$ cat config.mk
export PLATFORM = sky130hd
export DESIGN_NAME = rcss_top
export DESIGN_NICKNAME = d
export VERILOG_FILES = /design/src/shared/rcss_pkg.sv /design/src/logic/rcss_rise.sv /design/src/logic/rcss_top.sv
export SDC_FILE = /design/constraint.sdc
export NUM_CORES = 1
export LEC_CHECK = 0
export ABC_AREA = 1
export BUFFER_PORTS_ARGS = -buffer_cell sky130_fd_sc_hd__clkbuf_2
export CAP_MARGIN = 30
export CELL_PAD_IN_SITES_DETAIL_PLACEMENT = 0
export CELL_PAD_IN_SITES_GLOBAL_PLACEMENT = 1
export CORE_ASPECT_RATIO = 0.6
export CORE_MARGIN = 8
export CORE_UTILIZATION = 43
export CTS_BUF_LIST = sky130_fd_sc_hd__clkbuf_2
export CTS_CLUSTER_SIZE = 30
export DETAILED_ROUTE_END_ITERATION = 16
export PLACE_DENSITY_LB_ADDON = 0.1
export SYNTH_ARGS = -nofsm -noshare
export SYNTH_HDL_FRONTEND = slang
export SYNTH_HIERARCHICAL = 1
export SYNTH_SLANG_ARGS = --single-unit
$ cat constraint.sdc
create_clock -name sys_clk_i -period 2 [get_ports sys_clk_i]
set_input_delay 0.1 -clock sys_clk_i [delete_from_list [all_inputs] [get_ports sys_clk_i]]
set_output_delay 0.1 -clock sys_clk_i [all_outputs]
set_load 0.01 [all_outputs]
$ cat src/shared/rcss_pkg.sv
/*
 * rcss_pkg: constants and types for the reset and clock source select block.
 * Assumes a single 50 MHz system clock; every slower rate is an enable pulse.
 */
package rcss_pkg;

	// system clock
	localparam int unsigned SYS_CLK_HZ      = 50000000;

	// internal oscillator emulated as a divider of the system clock
	localparam int unsigned INT_OSC_DIV     = 4;
	localparam int unsigned INT_OSC_CNT_W   = 2;
	localparam logic [1:0]  INT_OSC_LAST    = 2'(INT_OSC_DIV - 1);

	// step interval counter
	localparam int unsigned STEP_CNT_W      = 20;
	localparam logic [19:0] STEP_CNT_MAX    = 20'hFFFFF;
	localparam logic [19:0] STEP_CNT_RST    = 20'hFFFFF;

	// calibration step rate
	localparam int unsigned CAL_STEP_HZ     = 1000;

	// configuration fields and their power-up defaults
	localparam int unsigned OFF_TIME_W      = 4;
	localparam int unsigned PWM_FREQUENCY_SELECT_W      = 2;
	localparam logic [3:0]  OFF_TIME_RST    = 4'h0;
	localparam logic [1:0]  PWM_FREQUENCY_SELECT_RST    = 2'h1;

	typedef struct packed {
		logic [OFF_TIME_W-1:0] off_time_setting;
		logic [PWM_FREQUENCY_SELECT_W-1:0] pwm_frequency_select;
	} rcss_cfg_s;

	localparam rcss_cfg_s CFG_RST = '{
		off_time_setting:     OFF_TIME_RST,
		pwm_frequency_select: PWM_FREQUENCY_SELECT_RST
	};

	// monitored supply rails, high means below the undervoltage threshold
	typedef struct packed {
		logic analog_supply_rail;
		logic regulator_output_rail;
		logic io_supply_rail;
	} rcss_uv_s;

	typedef enum logic [0:0] {
		RCSS_SRC_INT,
		RCSS_SRC_EXT
	} rcss_src_e;

endpackage

$ cat src/logic/rcss_rise.sv
/*
 * rcss_rise: rising edge detector for a synchronous level.
 * Assumes the input is already synchronous to sys_clk_i.
 */
`timescale 1ns/10ps
module rcss_rise
(
	// clock and reset
	input  wire logic sys_clk_i,
	input  wire logic rstn_i,
	// level in, pulse out
	input  wire logic level_i,
	output logic      rise_o
);

	logic prev;
	logic next_prev;

	always_comb
	begin
		next_prev = level_i;
	end

	always_ff @(posedge sys_clk_i or negedge rstn_i)
	begin
		if (!rstn_i)
			prev <= 1'b0;
		else
			prev <= next_prev;
	end

	// reset holds prev low, so a pin already high at release gives one pulse
	assign rise_o = level_i & ~prev;

endmodule

$ cat src/logic/rcss_top.sv
/*
 * rcss_top: power-on and undervoltage reset of the configuration, device
 * clock source selection (internal divider or external clock pin), step
 * interval measurement for oscillator calibration, and system-clocked short to
 * ground reporting.
 * Assumes all pins are synchronous to sys_clk_i and that the undervoltage
 * flags come from analog comparators outside this block.
 */
`timescale 1ns/10ps
module rcss_top
(
	// clock and reset
	input  wire logic                  sys_clk_i,
	input  wire logic                  rstn_i,
	// supply monitors
	input  wire rcss_pkg::rcss_uv_s    uv_i,
	// clock pin and step input
	input  wire logic                  ext_clk_pin_i,
	input  wire logic                  step_i,
	// configuration writes from the serial side
	input  wire logic                  cfg_wr_i,
	input  wire rcss_pkg::rcss_cfg_s   cfg_wdata_i,
	// short to ground detection
	input  wire logic                  s2g_enable_i,
	input  wire logic                  s2g_fault_i,
	// outputs
	output logic                       cfg_reset_o,
	output rcss_pkg::rcss_cfg_s        cfg_o,
	output logic                       driver_en_o,
	output logic                       dev_clk_tick_o,
	output logic                       ext_clk_sel_o,
	output logic [19:0]                step_interval_measure_o,
	output logic                       step_interval_valid_o,
	output logic                       s2g_detect_o
);

	logic               uv_any;
	logic               ext_rise;
	logic               step_rise;

	rcss_pkg::rcss_src_e src;
	rcss_pkg::rcss_src_e next_src;
	logic [1:0]         osc_cnt;
	logic [1:0]         next_osc_cnt;
	logic               tick;
	logic               next_tick;

	rcss_pkg::rcss_cfg_s cfg;
	rcss_pkg::rcss_cfg_s next_cfg;
	logic               cfg_reset;
	logic               next_cfg_reset;
	logic               driver_en;
	logic               next_driver_en;

	logic [19:0]        step_cnt;
	logic [19:0]        next_step_cnt;
	logic [19:0]        step_meas;
	logic [19:0]        next_step_meas;
	logic               step_valid;
	logic               next_step_valid;
	logic               s2g;
	logic               next_s2g;

	// core supply has no monitor; only these three rails reset the block
	assign uv_any = uv_i.analog_supply_rail | uv_i.regulator_output_rail
		| uv_i.io_supply_rail;

	rcss_rise u_ext_rise
	(
		.sys_clk_i (sys_clk_i),
		.rstn_i    (rstn_i),
		.level_i   (ext_clk_pin_i),
		.rise_o    (ext_rise)
	);

	rcss_rise u_step_rise
	(
		.sys_clk_i (sys_clk_i),
		.rstn_i    (rstn_i),
		.level_i   (step_i),
		.rise_o    (step_rise)
	);

	// clock source and device clock tick
	always_comb
	begin
		next_src     = src;
		next_osc_cnt = osc_cnt;
		next_tick    = 1'b0;
		if (uv_any)
		begin
			next_src     = rcss_pkg::RCSS_SRC_INT;
			next_osc_cnt = '0;
		end
		else
		begin
			case (src)
				rcss_pkg::RCSS_SRC_INT:
				begin
					if (ext_clk_pin_i)
					begin
						// no internal tick in the switch cycle, so no runt period
						next_src     = rcss_pkg::RCSS_SRC_EXT;
						next_osc_cnt = '0;
						next_tick    = ext_rise;
					end
					else
					begin
						next_osc_cnt = (osc_cnt == rcss_pkg::INT_OSC_LAST) ? '0
							: osc_cnt + 2'h1;
						next_tick    = (osc_cnt == rcss_pkg::INT_OSC_LAST);
					end
				end
				rcss_pkg::RCSS_SRC_EXT:
				begin
					// latched: a stopped external clock also stops the ticks
					next_tick = ext_rise;
				end
				default:
				begin
					next_src = rcss_pkg::RCSS_SRC_INT;
				end
			endcase
		end
	end

	always_ff @(posedge sys_clk_i or negedge rstn_i)
	begin
		if (!rstn_i)
		begin
			src     <= rcss_pkg::RCSS_SRC_INT;
			osc_cnt <= '0;
			tick    <= 1'b0;
		end
		else
		begin
			src     <= next_src;
			osc_cnt <= next_osc_cnt;
			tick    <= next_tick;
		end
	end

	// configuration with power-up defaults
	always_comb
	begin
		next_cfg       = cfg;
		next_cfg_reset = uv_any;
		if (uv_any)
			next_cfg = rcss_pkg::CFG_RST;
		else if (cfg_wr_i)
			next_cfg = cfg_wdata_i;
		// zero off-time is the documented way software parks the driver
		next_driver_en = (next_cfg.off_time_setting != '0) && !uv_any;
	end

	always_ff @(posedge sys_clk_i or negedge rstn_i)
	begin
		if (!rstn_i)
		begin
			cfg       <= rcss_pkg::CFG_RST;
			cfg_reset <= 1'b1;
			driver_en <= 1'b0;
		end
		else
		begin
			cfg       <= next_cfg;
			cfg_reset <= next_cfg_reset;
			driver_en <= next_driver_en;
		end
	end

	// step interval in device clock ticks; 1 kHz steps give ticks per ms
	always_comb
	begin
		next_step_cnt   = step_cnt;
		next_step_meas  = step_meas;
		next_step_valid = step_valid;
		if (uv_any)
		begin
			next_step_cnt   = '0;
			next_step_meas  = rcss_pkg::STEP_CNT_RST;
			next_step_valid = 1'b0;
		end
		else
		begin
			if (tick && step_cnt != rcss_pkg::STEP_CNT_MAX)
				next_step_cnt = step_cnt + 20'h00001;
			if (step_rise)
			begin
				// the tick in the step cycle closes this interval, the next starts at zero
				next_step_meas  = next_step_cnt;
				next_step_cnt   = '0;
				next_step_valid = step_valid | (step_cnt != '0) | tick;
			end
		end
	end

	always_ff @(posedge sys_clk_i or negedge rstn_i)
	begin
		if (!rstn_i)
		begin
			step_cnt   <= '0;
			step_meas  <= rcss_pkg::STEP_CNT_RST;
			step_valid <= 1'b0;
		end
		else
		begin
			step_cnt   <= next_step_cnt;
			step_meas  <= next_step_meas;
			step_valid <= next_step_valid;
		end
	end

	// short to ground runs on the system clock, not on the device tick
	always_comb
	begin
		next_s2g = s2g_enable_i & s2g_fault_i;
	end

	always_ff @(posedge sys_clk_i or negedge rstn_i)
	begin
		if (!rstn_i)
			s2g <= 1'b0;
		else
			s2g <= next_s2g;
	end

	assign cfg_reset_o             = cfg_reset;
	assign cfg_o                   = cfg;
	assign driver_en_o             = driver_en;
	assign dev_clk_tick_o          = tick;
	assign ext_clk_sel_o           = (src == rcss_pkg::RCSS_SRC_EXT);
	assign step_interval_measure_o = step_meas;
	assign step_interval_valid_o   = step_valid;
	assign s2g_detect_o            = s2g;

endmodule

# Word level (Yosys, flattened, before mapping)

Index checks and enable logic that the tools add are counted.

$add $sub $neg: 2
Multipliers: 0
Divide/modulo/power cells: 0
$lt $le $gt $ge: 0
Equal/unequal tests: 3
Shift-type cells: 0
Mux-type cells: 19
Bitwise operators: 10
Reduce and logical (&&, ||, !) cells: 7

Operators by type and width:

| cell                                          | number |
|---|---|
| 2-to-1 mux 20 bit                             | 5 |
| adder 20 x 1 -> 20 bit, second input constant | 1 |
| != test 20 bit, second input constant         | 1 |
| nonzero test 20 bit                           | 1 |
| 2-to-1 mux 6 bit                              | 2 |
| 2-to-1 mux 2 bit                              | 4 |
| 2-to-1 mux 1 bit                              | 7 |
| OR 1 bit                                      | 4 |
| nonzero test 2 bit                            | 2 |
| nonzero test 4 bit                            | 1 |
| AND 1 bit                                     | 3 |
| NOT 1 bit                                     | 3 |
| adder 2 x 1 -> 2 bit, second input constant   | 1 |
| == test 2 bit, second input constant          | 1 |
| logical AND 1 bit                             | 2 |
| != test 2 x 1 -> 1 bit, second input constant | 1 |
| one-hot mux 1 bit (2 select lines)            | 1 |
| logical NOT 1 bit                             | 1 |

Register bits after elaboration: 56
Bits in latches: 0
Bits in writable memories: 0
ROM bits: 0
Bits of input ports: 16
Output and inout bits: 32
Memories kept: 0

# Depth between registers and ports, before layout

Gate-level depths: netlist (run 1).

Depth after elaboration: 5
Mapped depth: 11
Mapped depth without buffers: 11

# Hierarchy

Netlist (run 1), hierarchy kept.

Modules (own cells, without submodules):

| module    | instances | cells each | area an instance (um^2) | seq. area each (um^2) |
|---|---|---|---|---|
| rcss_top  | 1         | 374        | 2895.3                  | 1378.8 |
| rcss_rise | 2         | 3          | 35.0                    | 25.0 |

# Worst setup path after synthesis (run 1)

No wires, ideal clock.

Kind: flip-flop to flip-flop
From: register step_cnt[0]
To: register step_cnt[12]
Arrival: 1.469 ns
Data required time: 1.868 ns
Path slack: 0.399 ns
Cell stages (with the launch flop): 12
Path buffers: 1
Clock period less this slack: 1.601 ns
Cells stage by stage: dfrtp_1 -> ha_1 -> inv_1 -> nor2_4 -> inv_2 -> nor2_4 -> nand3_4 -> buf_6 -> nand2_1 -> nand2_1 -> nand2_1 -> nor2_1

Cells in the longest elaborated chain, start to end: 5

Ends and longest elaborated chain:

| item                                                                           | RTL line        | RTL |
|---|---|---|
| start, declared                                                                | rcss_top.sv:55  | `logic [19:0] step_cnt;` |
| start signal, assigned                                                         | rcss_top.sv:208 | `step_cnt <= next_step_cnt;` |
| parallel branches: the longest is 2 deep, another holds adder 20 x 1 -> 20 bit | n/a             |  |
| 2-to-1 mux 20 bit *                                                            | rcss_top.sv:186 | `if (tick && step_cnt != rcss_pkg::STEP_CNT_MAX)` |
| 2-to-1 mux 20 bit *                                                            | rcss_top.sv:188 | `if (step_rise)` |
| 2-to-1 mux 20 bit *                                                            | rcss_top.sv:178 | `if (uv_any)` |
| via next_step_cnt[12]                                                          | rcss_top.sv:56  | `logic [19:0] next_step_cnt;` |

Mark *: on every way through the listed nets, which the timed path passes.
A chain may end at the register's enable or synchronous reset.

# Final worst setup path (run 1)

From: register step_cnt[0]
To: register step_meas[7] (netlist: step_interval_measure_o[7])

Cells in the longest elaborated chain, start to end: 5

Ends and longest elaborated chain:

| item                                                                           | RTL line        | RTL |
|---|---|---|
| parallel branches: the longest is 2 deep, another holds adder 20 x 1 -> 20 bit | n/a             |  |
| 2-to-1 mux 20 bit *                                                            | rcss_top.sv:186 |  |
| 2-to-1 mux 20 bit *                                                            | rcss_top.sv:188 |  |
| 2-to-1 mux 20 bit *                                                            | rcss_top.sv:178 |  |
| end signal, assigned                                                           | rcss_top.sv:203 | `step_meas <= rcss_pkg::STEP_CNT_RST;` |
| end signal, assigned                                                           | rcss_top.sv:209 | `step_meas <= next_step_meas;` |
| end, declared                                                                  | rcss_top.sv:57  | `logic [19:0] step_meas;` |

Every way passes the cells marked *. The select of a mux whose other input is x is not followed.

==> impl_metrics.yaml, run 1 <==
global_routing:
  grt_pass1_vias: 2692
  antenna_found_initial: 0
  grt_pass1_wl_um: 13900
  grt-ovfl-total: 0
  grt_usage_pct: 18.0
  grt_max_degree: 57
floorplan:
  std_cell_rows: 23
  start_util_pct: 44.4
  core_um2: 6680
  io_pins: 48
  die_x_um: 123
  die_height_um: 80.3
  die_area_um2: 9900
synthesis:
  ys_top_cells_by_area: "dfrtp_1 (29%), dfstp_2 (19%), nand2_1 (16%)"
  synth_nets: 399
  muxShareOfSynthArea_pct: 0.675
  synth_area_leader_cell: "dfrtp_1"
  synth_top_family_by_area: "simple AND/OR/NAND/NOR gates"
  synth-compound-area-share_pct: 6.03
  ys_async_sr_fraction_pct: 100
  yosysWarnings: 6
  synth_edf_count: 0
  synth_simple_gate_area_share_pct: 37.2
  synth_cell_types: 30
  syn_avg_cell_area_um2: 7.80
  seq_area_frac_synth_pct: 48.2
  syn_area_um2: 2970
  synthFlopType: "dfrtp_1"
  synthXorXnorAreaFrac_pct: 0.886
  yosys.area_share.adder_pct: 1.27
  syn_inst: 380
  synth_top_area_share_pct: 28.7
  ys_ff_latch: 56
layout:
  antennaDiodeCount: 0
  fillers: 634
  area_growth_pct: 20.6
  finalNetCount: 471
  drive_above_1_share_pct: 23.8
  multiInputGateArea_um2: 1370
  final-seq-area_um2: 1430
  final_area_um2: 3580
routing:
  wl_per_cell_um: 15.3
  viasPerCell: 5.05
  vias: 2726
  ant_nets: 0
  drtIter0Drc: 241
  drt-pass1-iter-count: 4
  drt-total-wl_um: 8270
  route.detailed.drc: 0
job:
  drv_cap: 0
clock_tree:
  tritoncts: "built"
  clock_latency_ns: 0.46
  cts_root_buf: "clkbuf_2"
  ctsHtreeMaxLevel: 2
  clk_path_buf_depth: 2
  cts_sinks: 56
  clk_pin_slew_worst_paths_ns: 0.28
  cts_inserted_buffers: 5
run_status:
  outcome: "completed"
timing:
  slew_headroom_pct: 52.0
  rsz0062_at_grt: "false"
  hold_violations: 0
  fmax_mhz: 568
  whs_ns: 0.0373
  tightestPinTransition_ns: 0.720
  skew_ns: 0.0290
  finalCritPeriodShare_pct: 88.0
  tns_ns: 0
  final_max_slew_viol_count: 0
  setup_viol: 0
  min_period_ns: 1.76
setup_path:
  rr_worst_depth: 11
  path_max_fanout: 9
  end_kind: "flip-flop"
  cp.required_ns: 2.41
  critical_path_class: "reg2reg"
  arrival_ns: 2.17
  cp-start-kind: "flip-flop"
power:
  p_per_area_nw_per_um2: 496
  pwr-share-clk_pct: 25.0
  pwr-share-seq_pct: 66.0
  vdd_drop_max_mv: 0.256
  switching_share_pct: 25.9
  combPwrFrac_pct: 9.1
  leakage_nw: 1.58
  p_switching_mw: 0.459
  p_int_mw: 1.32
place:
  dpl_cell_area_um2: 3310
  gp_congestion: 0.885
  numPortBuffers: 47
  dp_hpwl_um: 6050
worst_hold_path:
  hp-class: "in2reg"
  min_path_cells: 3
## worst paths after layout
kind	slack (ns)	from	endpoint
max in group asynchronous	1.26	rstn_i	step_cnt[11]
min in group asynchronous	0.26	rstn_i	step_cnt[6]
min reg2reg	0.51	osc_cnt[0]	osc_cnt[0]
min	0.04	cfg_wr_i	cfg_o[5]
max	0.24	step_cnt[0]	step_interval_measure_o[7]
max reg2reg	0.24	step_cnt[0]	step_interval_measure_o[7]
## routing by layer
metal,vias to the layer above,track usage (%),routed length (µm),part of all wire (%)
met5,-,0,0,0
met4,0,4.30,61,0.74
met3,7,4.13,923,11
met2,91,23.8,3090,37
met1,1258,28.2,4190,51
li1,1370,-,-,-
## final cells by class
class / count / share of cell area [%]
tap: 87 / 3.04
clock buffer: 6 / 0.839
timing repair buffer: 77 / 14.3
multi-input combinational: 281 / 38.2
inverter: 31 / 3.25
clock inverter: 2 / 0.350
sequential: 56 / 39.9
## flip-flops by register name, indices dropped and copies added (netlist names)
name                     flops
cfg_reset_o                  1
step_interval_valid_o        1
driver_en_o                  1
ext_clk_sel_o                1
cfg_o                        6
osc_cnt                      2
step_cnt                    20
dev_clk_tick_o               1
u_ext_rise/prev              1
u_step_rise/prev             1
s2g_detect_o                 1
step_interval_measure_o     20
## synth_stat cells, types with 2 or more instances
master      n
inv_1      29
dfrtp_1    34
nor3_1      4
mux2i_1     2
nand2_1   127
nand3b_1    5
nand3_1    35
nand2_2     2
nor2_4      2
nor2_2      5
nor3_2      2
xor2_1      2
nor4_1      2
nor2_1     40
inv_2       2
nand4_1     5
nand3_4     2
buf_1       2
nand3_2     5
clkbuf_1    7
ha_1        3
buf_2       2
dfstp_2    22
a21oi_1    33
## kinds of logic after synthesis
family	Yosys count
AOI/OAI and AO/OA	35
DFF	56
buffers and inverters	43
muxes	2
and+or+nand+nor	238
adders and majority gates	3
xor gates and xnor gates	3
## cells in the final DEF (no fill, tap or decap), types with 2 or more instances in the layout
cell type        n
nor2_1          40
dfrtp_1         34
mux2i_1          2
nand3_1         35
nand2_1        127
nor2_2           5
a21oi_1         33
dlygate4sd3_1   21
clkbuf_2        53
nor2_4           2
buf_4            9
nand4_1          5
nor4_1           2
nor3_2           2
dfstp_2         22
ha_1             2
xor2_1           2
nand2_2          2
nand3_2          5
inv_2            2
inv_1           29
nand3b_1         5
nor3_1           4
nand3_4          2
## through the flow
stage	cells	worst slack [ns]	util (%)	total power, mW
floorplan	380	0.399	-	1.24
global placement	510	0.267	49.6	1.32
detailed placement	510	0.184	49.6	1.32
CTS	539	0.152	53.4	1.81
global route	540	0.0441	53.6	1.87
finish	540	0.240	53.6	1.77
## power by group through the flow
stage                     clock network (mW)  logic [mW]  registers, mW
after floorplan                            0      0.0528           1.19
after global placement                     0       0.134           1.19
after detailed placement                   0       0.136           1.19
after CTS                              0.470       0.164           1.17
after global routing                   0.510       0.183           1.17
final                                  0.443       0.161           1.17
## worst max-delay path, stage by stage (launching register included)
cell	delay [ns]
dfrtp_1	0.47
ha_2	0.25
inv_1	0.08
nor2_4	0.16
nand2_1	0.10
inv_2	0.09
nand3_4	0.14
nand2_4	0.16
nand2_1	0.08
nand2_1	0.06
nand2_1	0.05
nand2_1	0.06
## repair_timing
action / CTS / global route
resized for setup: 0 / 1
hold buffers: 21 / 0
endpoints found under the hold margin: 49 / 0
setup buffers: 0 / 1
setup endpoints to repair: 0 / 10
Power figures use the tool's default switching activity.
==> run 2: changes to the inputs <==
==> constraint.sdc (replaced) <==
create_clock -name sys_clk_i -period 1.8 [get_ports sys_clk_i]
set_input_delay 0.09 -clock sys_clk_i [delete_from_list [all_inputs] [get_ports sys_clk_i]]
set_output_delay 0.09 -clock sys_clk_i [all_outputs]
set_load 0.01 [all_outputs]
==> impl_metrics.yaml, run 2 (synthesized netlist as in run 1, its figures left out) <==
run_status:
  outcome: "completed"
setup_path:
  timing.critical_path.mode_cell: "dlygate4sd3_1"
  arrival_ns: 2.17
  crit_chain: "dlygate4sd3_1 -> clkbuf_2 -> nor3_2 -> dlygate4sd3_1 -> buf_4 -> nand3_1 -> dlygate4sd3_1"
  path_max_fanout: 4
  cp.required_ns: 2.24
  critical_path_class: "in2reg"
  cp-start-kind: "input pin"
  crit_slowest_cell: "dlygate4sd3_1"
  critPathMaxStageDelay_ns: 0.58
  end_kind: "flip-flop"
  rrSetupSlack_ns: 0.11
  path_buf_inv: 5
  path_delay_family: "buffers and inverters"
worst_hold_path:
  hp-class: "in2reg"
timing:
  setup_viol: 0
  final_max_slew_viol_count: 0
  finalCritPeriodShare_pct: 96.5
  tns_ns: 0
  fmax_mhz: 576
  hold_violations: 0
  tightestPinTransition_ns: 0.628
  min_period_ns: 1.74
  slew_headroom_pct: 58.1
  setup_ws_ns: 0.0626
  whs_ns: 0.0201
  skew_ns: 0.0200
place:
  dp_hpwl_um: 5990
  dp_cells: 517
  gp_congestion: 0.873
  dpl_cell_area_um2: 3380
  numPortBuffers: 47
  pre_cts_slack_ns: 0.0976
layout:
  fin_cells: 548
  fin_util_pct: 55.1
  mostFrequentLayoutCells: "nand2_1 (127), clkbuf_2 (52), nor2_1 (37), nand3_1 (34), a21oi_1 (33)"
  fillers: 652
  area_growth_pct: 24.1
  finalNetCount: 479
  final_area_um2: 3680
  final_common_cell: "nand2_1"
  drive_above_1_share_pct: 28.0
  antennaDiodeCount: 0
floorplan:
  die_area_um2: 9900
  io_pins: 48
  start_util_pct: 44.4
  die_height_um: 80.3
  core_um2: 6680
  die_x_um: 123
  std_cell_rows: 23
power:
  pwr-share-clk_pct: 25.4
  switching_share_pct: 26.5
  vdd_drop_max_mv: 0.272
  p_int_mw: 1.46
  power_mw: 1.98
  p_switching_mw: 0.526
  leakage_nw: 1.62
  p_per_area_nw_per_um2: 539
  combPwrFrac_pct: 9.1
  pwr-share-seq_pct: 65.5
clock_tree:
  clock_latency_ns: 0.45
  cts_inserted_buffers: 5
  cts_sinks: 56
  clk_pin_slew_worst_paths_ns: 0.30
  cts_root_buf: "clkbuf_2"
  clk_path_buf_depth: 2
  ctsHtreeMaxLevel: 2
  tritoncts: "built"
routing:
  drt-total-wl_um: 8280
  drtIter0Drc: 225
  dr_wl_met3_um: 827
  wl_met2_um: 3070
  drt-pass1-iter-count: 4
  route.detailed.drc: 0
  wl_per_cell_um: 15.1
  ant_nets: 0
  vias: 2744
  top_layer_used: "met4"
  viasPerCell: 5.01
  wl_met1_um: 4360
job:
  drv_cap: 0
global_routing:
  grt_pass1_wl_um: 13200
  antenna_found_initial: 0
  grt-ovfl-total: 0
  grt_usage_pct: 17.0
  grt_pass1_vias: 2524
  grt_max_degree: 57
## run 2: cell types whose count changed in the layout (fill, tap and decap cells not counted), sizes merged
cell	before	now
buf	9	19
dlygate4sd3	21	18
clkbuf	53	52
inv	31	32
nand2	130	131
## run 2: final timing paths
check | start | end | depth (start not counted)
setup / recovery | uv_i[0] | cfg_o[0] | 7
hold / removal | cfg_wr_i | cfg_o[4] | 3
setup reg to reg | step_cnt[0] | step_interval_measure_o[4] | 11
hold reg to reg | osc_cnt[0] | osc_cnt[0] | 1
max in group asynchronous | rstn_i | step_interval_measure_o[1] | 3
min in group asynchronous | rstn_i | step_cnt[15] | 3
## run 2: per-layer routing
layer	vias to the layer above	track usage, %
li1	1382	-
met1	1275	27.4
met2	85	22.4
met3	2	3.57
met4	0	2.51
met5	-	0
## run 2: power by group through the flow
stage | combinational, mW | clock, mW | sequential [mW]
floorplan | 0.0587 | 0 | 1.32
global placement | 0.154 | 0 | 1.32
detailed placement | 0.154 | 0 | 1.32
CTS | 0.182 | 0.526 | 1.30
global route | 0.203 | 0.575 | 1.30
finish | 0.181 | 0.503 | 1.30
## run 2: area by class of cell
cell class	count	area (µm²)	share of cell area, %
Clock inverter	3	17.5	0.476
Inverter	31	116	3.16
Multi-Input combinational cell	282	1410	38.2
Sequential cell	56	1440	39.0
Tap cell	87	109	2.96
Timing Repair Buffer	84	571	15.5
Clock buffer	5	25.0	0.680
## run 2: repair_timing
action / CTS / global route
buffers inserted: 0 / 4
setup endpoints to repair: 0 / 32
hold buffers: 18 / 0
hold endpoints to repair: 71 / 0
resized for setup: 0 / 13
## run 2: worst register-to-register path, delay by kind of cell (launching register included)
kind,cells,cell delay [ns]
simple gates,7,0.63
fa+ha+maj,1,0.19
flops,1,0.48
buf+inv,3,0.36
